===== src/shared/flash_host_pkg.sv =====
package flash_host_pkg;

	// Clock and strobe timing, least times rounded up to whole cycles
	localparam int         CLK_NS      = 20;
	localparam int         T_WP_NS     = 35;
	localparam int         T_WPH_NS    = 30;
	localparam int         T_ACC_NS    = 90;
	localparam int         T_RP_NS     = 500;
	localparam int         T_RH_NS     = 50;
	localparam int         SYNC_STAGES = 3;
	localparam logic [7:0] WP_CYC  = 8'((T_WP_NS + CLK_NS - 1) / CLK_NS);
	localparam logic [7:0] WPH_CYC = 8'((T_WPH_NS + CLK_NS - 1) / CLK_NS);
	localparam logic [7:0] RP_CYC  = 8'((T_RP_NS + CLK_NS - 1) / CLK_NS);
	localparam logic [7:0] RH_CYC  = 8'((T_RH_NS + CLK_NS - 1) / CLK_NS);
	// Access time, three sync stages, filter stage and pin register lag;
	// one cycle less samples the filter before the data has settled
	localparam logic [7:0] RD_CYC  =
		8'((T_ACC_NS + CLK_NS - 1) / CLK_NS + SYNC_STAGES + 2);

	localparam int ADDR_W = 23;

	// Unlock addresses and command bytes
	localparam logic [ADDR_W-1:0] UNLOCK_A1 = 23'h000aaa;
	localparam logic [ADDR_W-1:0] UNLOCK_A2 = 23'h000555;
	localparam logic [7:0] CMD_UNLOCK1 = 8'haa;
	localparam logic [7:0] CMD_UNLOCK2 = 8'h55;
	localparam logic [7:0] CMD_ID      = 8'h90;
	localparam logic [7:0] CMD_SEC     = 8'h88;
	localparam logic [7:0] CMD_EXIT    = 8'h00;
	localparam logic [7:0] CMD_PROG    = 8'ha0;
	localparam logic [7:0] CMD_BYPASS  = 8'h20;
	localparam logic [7:0] CMD_ESETUP  = 8'h80;
	localparam logic [7:0] CMD_CHIP    = 8'h10;
	localparam logic [7:0] CMD_RESET   = 8'hf0;

	// Write counts of the sequences
	localparam logic [2:0] LEN_ONE   = 3'd1;
	localparam logic [2:0] LEN_TWO   = 3'd2;
	localparam logic [2:0] LEN_THREE = 3'd3;
	localparam logic [2:0] LEN_FOUR  = 3'd4;
	localparam logic [2:0] LEN_SIX   = 3'd6;

	// Status bits on the flash data lines
	localparam int LIMIT_BIT  = 5;
	localparam int TOGGLE_BIT = 6;

	// Own register map and fields
	localparam logic [5:0] REG_CTRL   = 6'h00;
	localparam logic [5:0] REG_ADDR   = 6'h04;
	localparam logic [5:0] REG_WDATA  = 6'h08;
	localparam logic [5:0] REG_STATUS = 6'h0c;
	localparam int CTRL_ACCEL_BIT = 4;
	localparam int ST_BUSY        = 0;
	localparam int ST_LIMIT       = 1;
	localparam int ST_REFUSED     = 2;
	localparam int ST_RDY         = 3;
	localparam int ST_MODE_LSB    = 4;
	localparam int ST_DATA_LSB    = 8;

	typedef enum logic [3:0] {
		OP_READ = 4'h0, OP_RESET = 4'h1, OP_ID_ENTER = 4'h2,
		OP_SEC_ENTER = 4'h3, OP_SEC_EXIT = 4'h4, OP_PROGRAM = 4'h5,
		OP_BYP_ENTER = 4'h6, OP_BYP_PROGRAM = 4'h7, OP_BYP_EXIT = 4'h8,
		OP_CHIP_ERASE = 4'h9, OP_HW_RESET = 4'ha
	} op_t;

	typedef enum logic [1:0] {
		M_READ = 2'h0, M_ID = 2'h1, M_SEC = 2'h2, M_BYP = 2'h3
	} mode_t;

	typedef struct packed {
		logic              ce_n;
		logic              we_n;
		logic              oe_n;
		logic              reset_n;
		logic              accel;
		logic [ADDR_W-1:0] addr;
		logic [7:0]        dq_o;
		logic              dq_oe;
	} flash_pins_t;

	typedef struct packed {
		logic [ADDR_W-1:0] addr;
		logic [7:0]        data;
	} bus_cycle_t;

	localparam flash_pins_t PINS_RST = '{ce_n: 1'b1, we_n: 1'b1,
		oe_n: 1'b1, reset_n: 1'b1, accel: 1'b0, addr: '0, dq_o: '0,
		dq_oe: 1'b0};
	localparam logic [8:0] SYNC_RST = 9'h100;

endpackage


===== src/verilog/flash_host.sv =====
`timescale 1ns/10ps

module flash_host
	import flash_host_pkg::*;
(
	input  wire logic        clk,
	input  wire logic        rstn,
	input  wire logic [5:0]  s_axi_awaddr,
	input  wire logic        s_axi_awvalid,
	output logic             s_axi_awready,
	input  wire logic [31:0] s_axi_wdata,
	input  wire logic [3:0]  s_axi_wstrb,
	input  wire logic        s_axi_wvalid,
	output logic             s_axi_wready,
	output logic [1:0]       s_axi_bresp,
	output logic             s_axi_bvalid,
	input  wire logic        s_axi_bready,
	input  wire logic [5:0]  s_axi_araddr,
	input  wire logic        s_axi_arvalid,
	output logic             s_axi_arready,
	output logic [31:0]      s_axi_rdata,
	output logic [1:0]       s_axi_rresp,
	output logic             s_axi_rvalid,
	input  wire logic        s_axi_rready,
	input  wire logic [7:0]  dq_i,
	input  wire logic        ready_busy_n,
	output flash_pins_t      pins
);

	typedef enum logic [3:0] {
		S_IDLE = 4'h0, S_WR_SET = 4'h1, S_WR_PULSE = 4'h2,
		S_WR_HOLD = 4'h3, S_WR_GAP = 4'h4, S_RD_ACC = 4'h5,
		S_RD_END = 4'h6, S_RST_LOW = 4'h7, S_RST_WAIT = 4'h8
	} state_t;

	state_t            st_q;
	op_t               op_q;
	mode_t             mode_q;
	logic              accel_q;
	logic [ADDR_W-1:0] addr_q;
	logic [7:0]        wdata_q;
	logic [7:0]        rd_q;
	logic [7:0]        cnt_q;
	logic [2:0]        step_q;
	logic              polling_q;
	logic              prev_ok_q;
	logic              prev_tog_q;
	logic              lim_seen_q;
	logic              limit_q;
	logic              refused_q;
	logic [8:0]        s1_q;
	logic [8:0]        s2_q;
	logic [8:0]        s3_q;
	logic [8:0]        filt_q;
	logic              aw_have_q;
	logic              w_have_q;
	logic [5:0]        aw_q;
	logic [31:0]       w_q;
	logic [3:0]        strb_q;

	// Write count of each command sequence
	function automatic logic [2:0] seq_len(op_t op);
		case (op)
			OP_RESET:                     return LEN_ONE;
			OP_ID_ENTER, OP_SEC_ENTER,
			OP_BYP_ENTER:                 return LEN_THREE;
			OP_SEC_EXIT, OP_PROGRAM:      return LEN_FOUR;
			OP_BYP_PROGRAM, OP_BYP_EXIT:  return LEN_TWO;
			OP_CHIP_ERASE:                return LEN_SIX;
			default:                      return 3'd0;
		endcase
	endfunction

	// Address and data of write i; unlock pairs sit at steps 0,1 and 3,4
	function automatic bus_cycle_t seq_cycle(op_t op, logic [2:0] i,
		logic [ADDR_W-1:0] a, logic [7:0] d);
		bus_cycle_t c;
		logic       second;
		second = (i == 3'd1) || (i == 3'd4);
		c.addr = second ? UNLOCK_A2 : UNLOCK_A1;
		c.data = second ? CMD_UNLOCK2 : CMD_UNLOCK1;
		case (op)
			OP_RESET:     c.data = CMD_RESET;
			OP_ID_ENTER:  if (i == 3'd2) c.data = CMD_ID;
			OP_SEC_ENTER: if (i == 3'd2) c.data = CMD_SEC;
			OP_SEC_EXIT:  if (i == 3'd2) c.data = CMD_ID;
				else if (i == 3'd3) c.data = CMD_EXIT;
			OP_PROGRAM:   if (i == 3'd2) c.data = CMD_PROG;
				else if (i == 3'd3) c = '{addr: a, data: d};
			OP_BYP_ENTER: if (i == 3'd2) c.data = CMD_BYPASS;
			OP_BYP_PROGRAM: if (i == 3'd0) c.data = CMD_PROG;
				else c = '{addr: a, data: d};
			OP_BYP_EXIT:  c.data = (i == 3'd0) ? CMD_ID : CMD_EXIT;
			OP_CHIP_ERASE: if (i == 3'd2) c.data = CMD_ESETUP;
				else if (i == 3'd5) c.data = CMD_CHIP;
			default: ;
		endcase
		return c;
	endfunction

	// Mode the flash is in once the op has finished
	function automatic mode_t next_mode(op_t op, mode_t m);
		case (op)
			OP_ID_ENTER:                       return M_ID;
			OP_SEC_ENTER:                      return M_SEC;
			OP_BYP_ENTER:                      return M_BYP;
			OP_RESET, OP_SEC_EXIT, OP_BYP_EXIT,
			OP_HW_RESET:                       return M_READ;
			default:                           return m;
		endcase
	endfunction

	// Ops the flash would accept in its present mode
	function automatic logic op_allowed(op_t op, mode_t m, logic acc);
		case (m)
			M_BYP: return op inside {OP_READ, OP_BYP_PROGRAM,
				OP_BYP_EXIT};
			M_ID:  return op inside {OP_READ, OP_RESET};
			default: return (op <= OP_HW_RESET) && (op != OP_BYP_EXIT)
				&& (op != OP_BYP_PROGRAM || acc);
		endcase
	endfunction

	// Byte-lane merge for register writes
	function automatic logic [31:0] merge(logic [31:0] old,
		logic [31:0] nw, logic [3:0] strb);
		logic [31:0] m;
		m = {{8{strb[3]}}, {8{strb[2]}}, {8{strb[1]}}, {8{strb[0]}}};
		return (old & ~m) | (nw & m);
	endfunction

	// Register decode
	wire        wr_go     = aw_have_q && w_have_q && !s_axi_bvalid;
	wire        idle      = (st_q == S_IDLE);
	wire op_t   new_op    = op_t'(w_q[3:0]);
	wire        new_accel = w_q[CTRL_ACCEL_BIT];
	wire        ctrl_wr   = wr_go && aw_q == REG_CTRL && strb_q[0];
	wire        hw_start  = ctrl_wr && new_op == OP_HW_RESET;
	wire        start_ok  = hw_start || (ctrl_wr && idle
		&& op_allowed(new_op, mode_q, new_accel));
	wire        data_wr   = wr_go && idle
		&& (aw_q == REG_ADDR || aw_q == REG_WDATA);
	wire        busy_wr   = wr_go && !idle
		&& (aw_q == REG_ADDR || aw_q == REG_WDATA);
	wire [31:0] addr_new  = merge({9'h0, addr_q}, w_q, strb_q);
	wire [31:0] wdat_new  = merge({24'h0, wdata_q}, w_q, strb_q);
	wire bus_cycle_t cyc  = seq_cycle(op_q, step_q, addr_q, wdata_q);
	wire        last_step = (step_q + 3'd1) >= seq_len(op_q);
	wire        polled    = op_q inside {OP_PROGRAM, OP_BYP_PROGRAM,
		OP_CHIP_ERASE};
	wire        tog       = rd_q[TOGGLE_BIT];

	logic [31:0] status_w;
	logic [31:0] rd_mux;

	// Status word and read mux
	always_comb
	begin
		status_w = '0;
		status_w[ST_BUSY] = !idle;
		status_w[ST_LIMIT] = limit_q;
		status_w[ST_REFUSED] = refused_q;
		status_w[ST_RDY] = filt_q[8];
		status_w[ST_MODE_LSB +: 2] = mode_q;
		status_w[ST_DATA_LSB +: 8] = rd_q;
		case (s_axi_araddr)
			REG_CTRL:   rd_mux = {27'h0, accel_q, op_q};
			REG_ADDR:   rd_mux = {9'h0, addr_q};
			REG_WDATA:  rd_mux = {24'h0, wdata_q};
			REG_STATUS: rd_mux = status_w;
			default:    rd_mux = '0;
		endcase
	end

	// AXI write side: address and data taken in either order
	always_ff @(posedge clk or negedge rstn)
	begin
		if (!rstn)
		begin
			s_axi_awready <= 1'b1;
			s_axi_wready  <= 1'b1;
			s_axi_bvalid  <= 1'b0;
			aw_have_q     <= 1'b0;
			w_have_q      <= 1'b0;
			aw_q          <= '0;
			w_q           <= '0;
			strb_q        <= '0;
		end
		else
		begin
			if (s_axi_awvalid && s_axi_awready)
			begin
				aw_q          <= s_axi_awaddr;
				aw_have_q     <= 1'b1;
				s_axi_awready <= 1'b0;
			end
			if (s_axi_wvalid && s_axi_wready)
			begin
				w_q          <= s_axi_wdata;
				strb_q       <= s_axi_wstrb;
				w_have_q     <= 1'b1;
				s_axi_wready <= 1'b0;
			end
			if (wr_go)
				s_axi_bvalid <= 1'b1;
			if (s_axi_bvalid && s_axi_bready)
			begin
				s_axi_bvalid  <= 1'b0;
				aw_have_q     <= 1'b0;
				w_have_q      <= 1'b0;
				s_axi_awready <= 1'b1;
				s_axi_wready  <= 1'b1;
			end
		end
	end

	// AXI read side: data one cycle after the address is taken
	always_ff @(posedge clk or negedge rstn)
	begin
		if (!rstn)
		begin
			s_axi_arready <= 1'b1;
			s_axi_rvalid  <= 1'b0;
			s_axi_rdata   <= '0;
		end
		else if (s_axi_arvalid && s_axi_arready)
		begin
			s_axi_arready <= 1'b0;
			s_axi_rvalid  <= 1'b1;
			s_axi_rdata   <= rd_mux;
		end
		else if (s_axi_rvalid && s_axi_rready)
		begin
			s_axi_rvalid  <= 1'b0;
			s_axi_arready <= 1'b1;
		end
	end

	assign s_axi_bresp = 2'b00;
	assign s_axi_rresp = 2'b00;

	// Pin inputs: a change counts once stages two and three agree
	always_ff @(posedge clk or negedge rstn)
	begin
		if (!rstn)
		begin
			s1_q   <= SYNC_RST;
			s2_q   <= SYNC_RST;
			s3_q   <= SYNC_RST;
			filt_q <= SYNC_RST;
		end
		else
		begin
			s1_q   <= {ready_busy_n, dq_i};
			s2_q   <= s1_q;
			s3_q   <= s2_q;
			filt_q <= ((s2_q ~^ s3_q) & s3_q) | ((s2_q ^ s3_q) & filt_q);
		end
	end

	// Software registers; address and data frozen while an op runs
	always_ff @(posedge clk or negedge rstn)
	begin
		if (!rstn)
		begin
			addr_q    <= '0;
			wdata_q   <= '0;
			refused_q <= 1'b0;
		end
		else
		begin
			if (data_wr && aw_q == REG_ADDR)
				addr_q <= addr_new[ADDR_W-1:0];
			if (data_wr && aw_q == REG_WDATA)
				wdata_q <= wdat_new[7:0];
			if (start_ok)
				refused_q <= 1'b0;
			if ((ctrl_wr && !start_ok) || busy_wr)
				refused_q <= 1'b1;
		end
	end

	// Pins follow the sequencer state one cycle later
	always_ff @(posedge clk or negedge rstn)
	begin
		if (!rstn)
			pins <= PINS_RST;
		else
		begin
			pins.ce_n    <= !(st_q inside {S_WR_SET, S_WR_PULSE, S_WR_HOLD,
				S_RD_ACC});
			pins.we_n    <= (st_q != S_WR_PULSE);
			pins.oe_n    <= (st_q != S_RD_ACC);
			pins.dq_oe   <= st_q inside {S_WR_SET, S_WR_PULSE, S_WR_HOLD};
			pins.addr    <= (st_q == S_RD_ACC) ? addr_q : cyc.addr;
			pins.dq_o    <= cyc.data;
			pins.reset_n <= (st_q != S_RST_LOW);
			pins.accel   <= accel_q && op_q == OP_BYP_PROGRAM
				&& !idle;
		end
	end

	// Sequencer: writes, status polling, hardware reset pulse
	always_ff @(posedge clk or negedge rstn)
	begin
		if (!rstn)
		begin
			st_q       <= S_IDLE;
			op_q       <= OP_READ;
			mode_q     <= M_READ;
			accel_q    <= 1'b0;
			rd_q       <= '0;
			cnt_q      <= '0;
			step_q     <= '0;
			polling_q  <= 1'b0;
			prev_ok_q  <= 1'b0;
			prev_tog_q <= 1'b0;
			lim_seen_q <= 1'b0;
			limit_q    <= 1'b0;
		end
		else if (start_ok)
		begin
			op_q       <= new_op;
			accel_q    <= new_accel;
			step_q     <= '0;
			polling_q  <= 1'b0;
			prev_ok_q  <= 1'b0;
			lim_seen_q <= 1'b0;
			limit_q    <= 1'b0;
			cnt_q      <= (new_op == OP_HW_RESET) ? RP_CYC - 8'd1
				: RD_CYC - 8'd1;
			st_q       <= (new_op == OP_HW_RESET) ? S_RST_LOW
				: (new_op == OP_READ) ? S_RD_ACC : S_WR_SET;
		end
		else
		begin
			case (st_q)
				S_IDLE: ;
				S_WR_SET:
				begin
					st_q  <= S_WR_PULSE;
					cnt_q <= WP_CYC - 8'd1;
				end
				S_WR_PULSE:
					if (cnt_q != 8'd0)
						cnt_q <= cnt_q - 8'd1;
					else
						st_q <= S_WR_HOLD;
				S_WR_HOLD:
				begin
					st_q  <= S_WR_GAP;
					cnt_q <= WPH_CYC - 8'd1;
				end
				S_WR_GAP:
					if (cnt_q != 8'd0)
						cnt_q <= cnt_q - 8'd1;
					else if (!last_step)
					begin
						step_q <= step_q + 3'd1;
						st_q   <= S_WR_SET;
					end
					else if (polled)
					begin
						polling_q <= 1'b1;
						cnt_q     <= RD_CYC - 8'd1;
						st_q      <= S_RD_ACC;
					end
					else
					begin
						st_q   <= S_IDLE;
						mode_q <= next_mode(op_q, mode_q);
					end
				S_RD_ACC:
					if (cnt_q != 8'd0)
						cnt_q <= cnt_q - 8'd1;
					else
					begin
						rd_q <= filt_q[7:0];
						st_q <= S_RD_END;
					end
				S_RD_END:
					if (!polling_q || (prev_ok_q && tog == prev_tog_q))
					begin
						st_q      <= S_IDLE;
						polling_q <= 1'b0;
						mode_q    <= next_mode(op_q, mode_q);
					end
					else if (prev_ok_q && lim_seen_q)
					begin
						limit_q   <= 1'b1;
						op_q      <= OP_RESET;
						step_q    <= '0;
						polling_q <= 1'b0;
						st_q      <= S_WR_SET;
					end
					else
					begin
						lim_seen_q <= rd_q[LIMIT_BIT];
						prev_tog_q <= tog;
						prev_ok_q  <= 1'b1;
						cnt_q      <= RD_CYC - 8'd1;
						st_q       <= S_RD_ACC;
					end
				S_RST_LOW:
					if (cnt_q != 8'd0)
						cnt_q <= cnt_q - 8'd1;
					else
					begin
						cnt_q <= RH_CYC - 8'd1;
						st_q  <= S_RST_WAIT;
					end
				S_RST_WAIT:
					if (cnt_q != 8'd0)
						cnt_q <= cnt_q - 8'd1;
					else
					begin
						st_q   <= S_IDLE;
						mode_q <= M_READ;
					end
				default: st_q <= S_IDLE;
			endcase
		end
	end

	chk_we_in_ce: assert property (@(posedge clk) disable iff (!rstn)
		!pins.we_n |-> !pins.ce_n)
		else $error("write strobe outside chip enable");
	chk_strobe_stable: assert property (
		@(posedge clk) disable iff (!rstn)
		$rose(pins.we_n) |-> $stable(pins.addr) && $stable(pins.dq_o)
			&& pins.dq_oe)
		else $error("address or data moved under write strobe");
	chk_accel_use: assert property (@(posedge clk) disable iff (!rstn)
		pins.accel |-> op_q == OP_BYP_PROGRAM && mode_q != M_ID)
		else $error("accel pin driven outside bypass program");
	chk_limit_reset: assert property (@(posedge clk) disable iff (!rstn)
		$rose(limit_q) |-> ##[1:4] (!pins.we_n && pins.dq_o == CMD_RESET))
		else $error("no reset write after exceeded limit");
	chk_prog_len: assert property (@(posedge clk) disable iff (!rstn)
		$rose(polling_q) && op_q == OP_PROGRAM |-> step_q == LEN_FOUR - 3'd1)
		else $error("program sequence not four writes");
	chk_byp_len: assert property (@(posedge clk) disable iff (!rstn)
		$rose(polling_q) && op_q == OP_BYP_PROGRAM |-> step_q == 3'd1)
		else $error("bypass program not two writes");
	chk_chip_len: assert property (@(posedge clk) disable iff (!rstn)
		$rose(polling_q) && op_q == OP_CHIP_ERASE |-> step_q == 3'd5)
		else $error("chip erase not six writes");
	chk_bypass_gate: assert property (@(posedge clk) disable iff (!rstn)
		start_ok && !hw_start && mode_q == M_BYP |->
			new_op inside {OP_READ, OP_BYP_PROGRAM, OP_BYP_EXIT})
		else $error("illegal op started in bypass mode");
	chk_id_leave: assert property (@(posedge clk) disable iff (!rstn)
		$past(mode_q) == M_ID && mode_q != M_ID |->
			$past(op_q) inside {OP_RESET, OP_HW_RESET})
		else $error("identifier mode left without reset");
	chk_id_entry: assert property (@(posedge clk) disable iff (!rstn)
		mode_q == M_ID && $past(mode_q) != M_ID |->
			$past(op_q) == OP_ID_ENTER)
		else $error("identifier mode entered wrongly");
	chk_quiet_busy: assert property (@(posedge clk) disable iff (!rstn)
		polling_q |=> !pins.dq_oe && pins.we_n)
		else $error("command driven during embedded operation");
	chk_reset_pulse: assert property (@(posedge clk) disable iff (!rstn)
		$fell(pins.reset_n) |-> !pins.reset_n [*8])
		else $error("hardware reset pulse too short");

endmodule


===== config.mk =====
export PLATFORM = sky130hd
export DESIGN_NAME = flash_host
export DESIGN_NICKNAME = d
export VERILOG_FILES = /design/src/shared/flash_host_pkg.sv /design/src/verilog/flash_host.sv
export SDC_FILE = /design/constraint.sdc
export NUM_CORES = 1
export LEC_CHECK = 0
export BUFFER_PORTS_ARGS = -buffer_cell sky130_fd_sc_hd__buf_2
export CAP_MARGIN = 40
export CORE_MARGIN = 4
export CORE_UTILIZATION = 40
export DETAILED_ROUTE_END_ITERATION = 8
export GPL_ROUTABILITY_DRIVEN = 0
export GPL_TIMING_DRIVEN = 1
export HOLD_SLACK_MARGIN = 0.12
export PLACE_DENSITY = 0.68
export SLEW_MARGIN = 20
export SYNTH_ARGS = -nofsm -noshare
export SYNTH_HDL_FRONTEND = slang
export SYNTH_SLANG_ARGS = --single-unit

===== constraint.sdc =====
create_clock -name clk -period 3.05 [get_ports clk]
set_input_delay 0.61 -clock clk [delete_from_list [all_inputs] [get_ports clk]]
set_output_delay 0.61 -clock clk [all_outputs]
set_load 0.02 [all_outputs]

; ---- After elaboration in Yosys (flattened, before gate mapping)
; Memory sizes are Yosys's and may differ from the RTL's.
; Cells that the tools add are included.
[classes]
reduce_logical = 69
bitwise = 15
addsub = 2
n_mux = 95
magnitude_cmp = 2
n_eq_ne = 63
[ops]
columns = operator, count
row1 = $mux 8, 19
row2 = $pmux 23 s4, 1
row3 = $pmux 8 s9, 1
row4 = $mux 23, 3
row5 = $and 23x23->23, 2
row6 = $pmux 23 s2, 1
row7 = $mux 4, 10
row8 = $pmux 8 s5, 1
row9 = $eq 4x3->1 const B, 9
row10 = $pmux 4 s9, 1
row11 = $mux 1, 34
row12 = $mux 3, 11
row13 = $ne 3x3->1 const B, 11
row14 = $mux 31, 1
row15 = $logic_and 1x1->1, 25
row16 = $eq 4x4->1 const B, 6
row17 = $not 23->23, 1
row18 = $or 23x23->23, 1
row19 = $and 9x9->9, 2
row20 = $eq 6x4->1 const B, 3
row21 = $eq 4x2->1 const B, 4
row22 = $ne 4x4->1 const B, 4
row23 = $reduce_bool 2->1, 8
row24 = $reduce_bool 3->1, 5
row25 = other kinds (46), 82
[word_totals]
mem_bits_ro = 48
word_cells = 285
regBits = 211
memories = 1
out_inout_bits = 78
[mem_list]
columns = name, depth, word_bits, rd, rd_clocked_by_memory_dff, write_ports, line_no
row1 = (no name shown), 16, 3, 1, 0, 0, flash_host.sv:63  ; case (op)

; ---- Longest topological paths before layout
[depth]
depth_word = 11
depth_mapped = 12

; ---- Worst setup path after synthesis
; OpenSTA, ideal clock, no wires.
[synth_path]
path_type = flip-flop to flip-flop
from = reg op_q[2]
to = reg cnt_q[4]
arrival_ns = 2.655
stages_incl_launch_ff = 13
setup_slack_ns = 0.277
period_less_slack_ns = 2.773
path_cell_list = dfrtp_1 clkbuf_1 buf_1 nor2_1 a21oi_1 or2_2 ha_1 nand2_1 o21ai_0 a21oi_1 or2_2 o22a_1 a21o_1
[synth_between]
elab_chain_cells = 4
elab_cells_between_ends = 9
[synth_lines]
columns = item, line_no
row1 = start: declaration, flash_host.sv:37  ; op_t op_q;
row2 = start signal: assignment, flash_host.sv:323  ; op_q <= new_op;
row3 = "$mem_v2 16x3, or another cell as far along", -
row4 = $ge 3x3->1 or $reduce_bool 3->1 (tied branches), "flash_host.sv:148, flash_host.sv:149"
row5 = $ne 4x4->1 (no source line), -
row6 = $reduce_and 6->1 (no source line) *, -
row7 = end signal: assignment, flash_host.sv:330  ; cnt_q <= (new_op == OP_HW_RESET) ? RP_CYC - 8'd1
row8 = end signal: assignment, flash_host.sv:342  ; cnt_q <= WP_CYC - 8'd1;
row9 = end signal: assignment, flash_host.sv:346  ; cnt_q <= cnt_q - 8'd1;
row10 = end: declaration, flash_host.sv:43  ; logic [7:0] cnt_q;
; Mark *: on every way between the ends. The rest lies on a longest branch, timed or not.
; A chain may end at the register's enable or synchronous reset.

; ---- Worst setup path after layout
; Ends and elaborated chain as after synthesis.

==> impl_metrics.ini <==
[final_layout]
antenna_cells = 0
regArea_um2 = 5069
syn_to_final_growth_pct = 19.27
fillCellCount = 2061
multi_input_area_um2 = 3900
final_nets = 1023
finish.utilization_pct = 48.74
drive_above_1_share_pct = 30.30
instances_no_fill = 1270

[sta]
finalClockSkew_ns = 0.01532
setup-violations-final = 0
fin_crit_sh_pct = 91.12
min_period_ns = 2.779
hold_violations = 0
finalSetupTns_ns = 0
tightest_slew_ns = 0.7154
grt_setup_unrepaired = false
slew-limit-headroom_pct = 52.10
finalWorstSetupSlack_ns = 0.2708
drv_slew = 0
fmax_mhz = 359.8

[yosys]
synth_compound_area_share_pct = 15.22
synthCells = 805
synth.most_common_cell = dfrtp_1
async_flop_share_pct = 100.0
syn-cell-area_um2 = 9309
yosysTopAreaCell = dfrtp_1
synth_edf_count = 0
synth_area_per_cell_um2 = 11.56
synth_seq_cells = 202
synth_top_family_by_area = compound AO/OA/AOI/OAI gates
yosys-mux-area-fraction_pct = 11.20
synth_fa_ha_area_share_pct = 2.419
yosys_warnings = 0
synth_xor_area_share_pct = 0.4704
synth-seq-area-share_pct = 54.45
synthFlopType = dfrtp_1
synthTopCellsByArea = dfrtp_1 51%, mux2_2 7.0%, dfstp_2 3.1%, o21ai_0 2.8%, a21oi_1 2.7%
synthSimpleGateAreaFrac_pct = 12.07
synth.top_cell.area_share_pct = 51.34
synth_commonest_cells = 191 x dfrtp_1, 58 x mux2_2, 53 x o21ai_0, 51 x nand2_1, 50 x a21oi_1
synthDistinctLibCells = 82

[die]
dieHeight_um = 160.6
core_area_um2 = 22780
rows = 55
start_util_pct = 40.87
die_w_um = 160.6
io-pin-count = 142
die-area_um2 = 25780

[routing]
route.vias.total = 6709
wl_per_cell_um = 17.31
drcViolationCount = 0
drt_iter0_markers = 398
ant_nets = 0
viasPerCell = 5.283
first_pass_iters = 4
wl_um = 21980

[setup_path]
required_ns = 3.43
path_buf_inv = 1
r2r_setup_slack_ns = 0.27
path_class = flip-flop to flip-flop
crit_path_max_fanout = 17
cp_common_cell = a21oi_1
cpPeakStageDelay_ns = 0.45
worst_setup_path_start_kind = flip-flop
reg2reg_to = cnt_q[4]$_DFFE_PN0P_
cp_data_arrival_time_ns = 3.16
cp-end-kind = flip-flop
crit_chain = buf_4 -> nor3b_1 -> a21oi_1 -> ha_1 -> nand2_1 -> o21ai_0 -> a21oi_1 -> or2_2 -> o22a_1 -> a21o_1
reg2reg_depth = 10
r2r_start = op_q[2]$_DFFE_PN0P_
slowest_stage = dfrtp_1
cpLargestDelayFamily = compound AO/OA/AOI/OAI gates

[power]
finalPower_mw = 8.320
vdd_ir_drop_max_mv = 0.4482
power_density_nw_per_um2 = 749.3
p_leak_nw = 5.325

[outcome]
status = complete, no violations

[placed_design]
dp_slack_ns = 0.3309
portBuffers = 118
dp.cells = 1229
dp_hpwl_um = 15680

[clocking]
max-clock-path-buffers = 3
cts_resized = 0
hold_buffers = 0
h-tree-depth = 1
clock_sink_count = 202
clk_pin_slew_ns = 0.06
insertion_delay_ns = 0.50
post_cts_buffers = 0
cts_tree = built
numCtsBuffers = 23
cts_root_buf = clkbuf_16

[min_path]
hold_class = input pin to asynchronous set/reset pin

[global_routing]
grt_pass1_wl_um = 35690
grt_antenna_before_repair = 0
grt_usage_pct = 16.81
grt_pass1_vias = 6687
grt_max_degree = 75
grt_overflow = 0

[run]
maxCapViolations = 0
## cell usage in the layout (no fill, tap or decap), types with 12 or more instances in the layout
cell type / instances
nor2b_1: 15
o21ai_0: 53
a22o_1: 18
nand2_1: 51
ha_1: 18
mux2i_1: 13
inv_1: 24
buf_2: 117
nand3_1: 21
a21oi_1: 50
and2_1: 14
dfrtp_1: 191
mux2_2: 58
nor2_1: 34
buf_4: 28
nor3_1: 15
o21a_1: 16
mux2_1: 13
a21o_1: 12
conb_1: 13
clkbuf_16: 23
## where the power goes
group	switching [mW]	internal (mW)	total [mW]
sequential	0.460	3.17	3.63
clock	1.08	1.68	2.76
combinational	1.05	0.879	1.93
## worst max-delay path by stage
| stage | start | end | depth (start not counted) |
|---|---|---|---|
| after floorplan | op_q[2]$_DFFE_PN0P_ | cnt_q[4]$_DFFE_PN0P_ | 12 |
| after global placement | op_q[2]$_DFFE_PN0P_ | cnt_q[4]$_DFFE_PN0P_ | 10 |
| after detailed placement | op_q[2]$_DFFE_PN0P_ | cnt_q[4]$_DFFE_PN0P_ | 10 |
| after CTS | op_q[2]$_DFFE_PN0P_ | cnt_q[4]$_DFFE_PN0P_ | 10 |
| after global routing | op_q[2]$_DFFE_PN0P_ | cnt_q[7]$_DFFE_PN0P_ | 10 |
| final | op_q[2]$_DFFE_PN0P_ | cnt_q[4]$_DFFE_PN0P_ | 10 |
## area by class of cell
cell class | count | area share (%)
sequential | 202 | 45.65
multi-input combinational | 540 | 35.13
timing repair buffer | 149 | 7.832
clock buffer | 28 | 5.803
tap | 313 | 3.527
clock inverter | 13 | 1.217
inverter | 25 | 0.8452
## cells by family after synthesis
group           Yosys count
compound gates          216
flops                   202
simple gates            199
mux                      89
buf+inv                  75
fa+ha+maj                18
xor+xnor                  5
other cells               1
## through the flow
step | area, um^2 | hold WS [ns]
2_1_floorplan | 9354 | 0.3144
3_3_place_gp | 10320 | 0.3340
3_5_place_dp | 10320 | 0.3347
4_1_cts | 11100 | 0.1651
5_1_grt | 11100 | 0.1844
6_report | 11100 | 0.1504
## per-layer routing
layer  track usage [%]  up-vias  wire (um)
li1                  -     3156          -
met1             23.55     3254       9790
met2             26.55      242      10150
met3             3.105       57       1399
met4             5.475        0        643
met5                 0        -          0
Power figures use the tool's default switching activity.
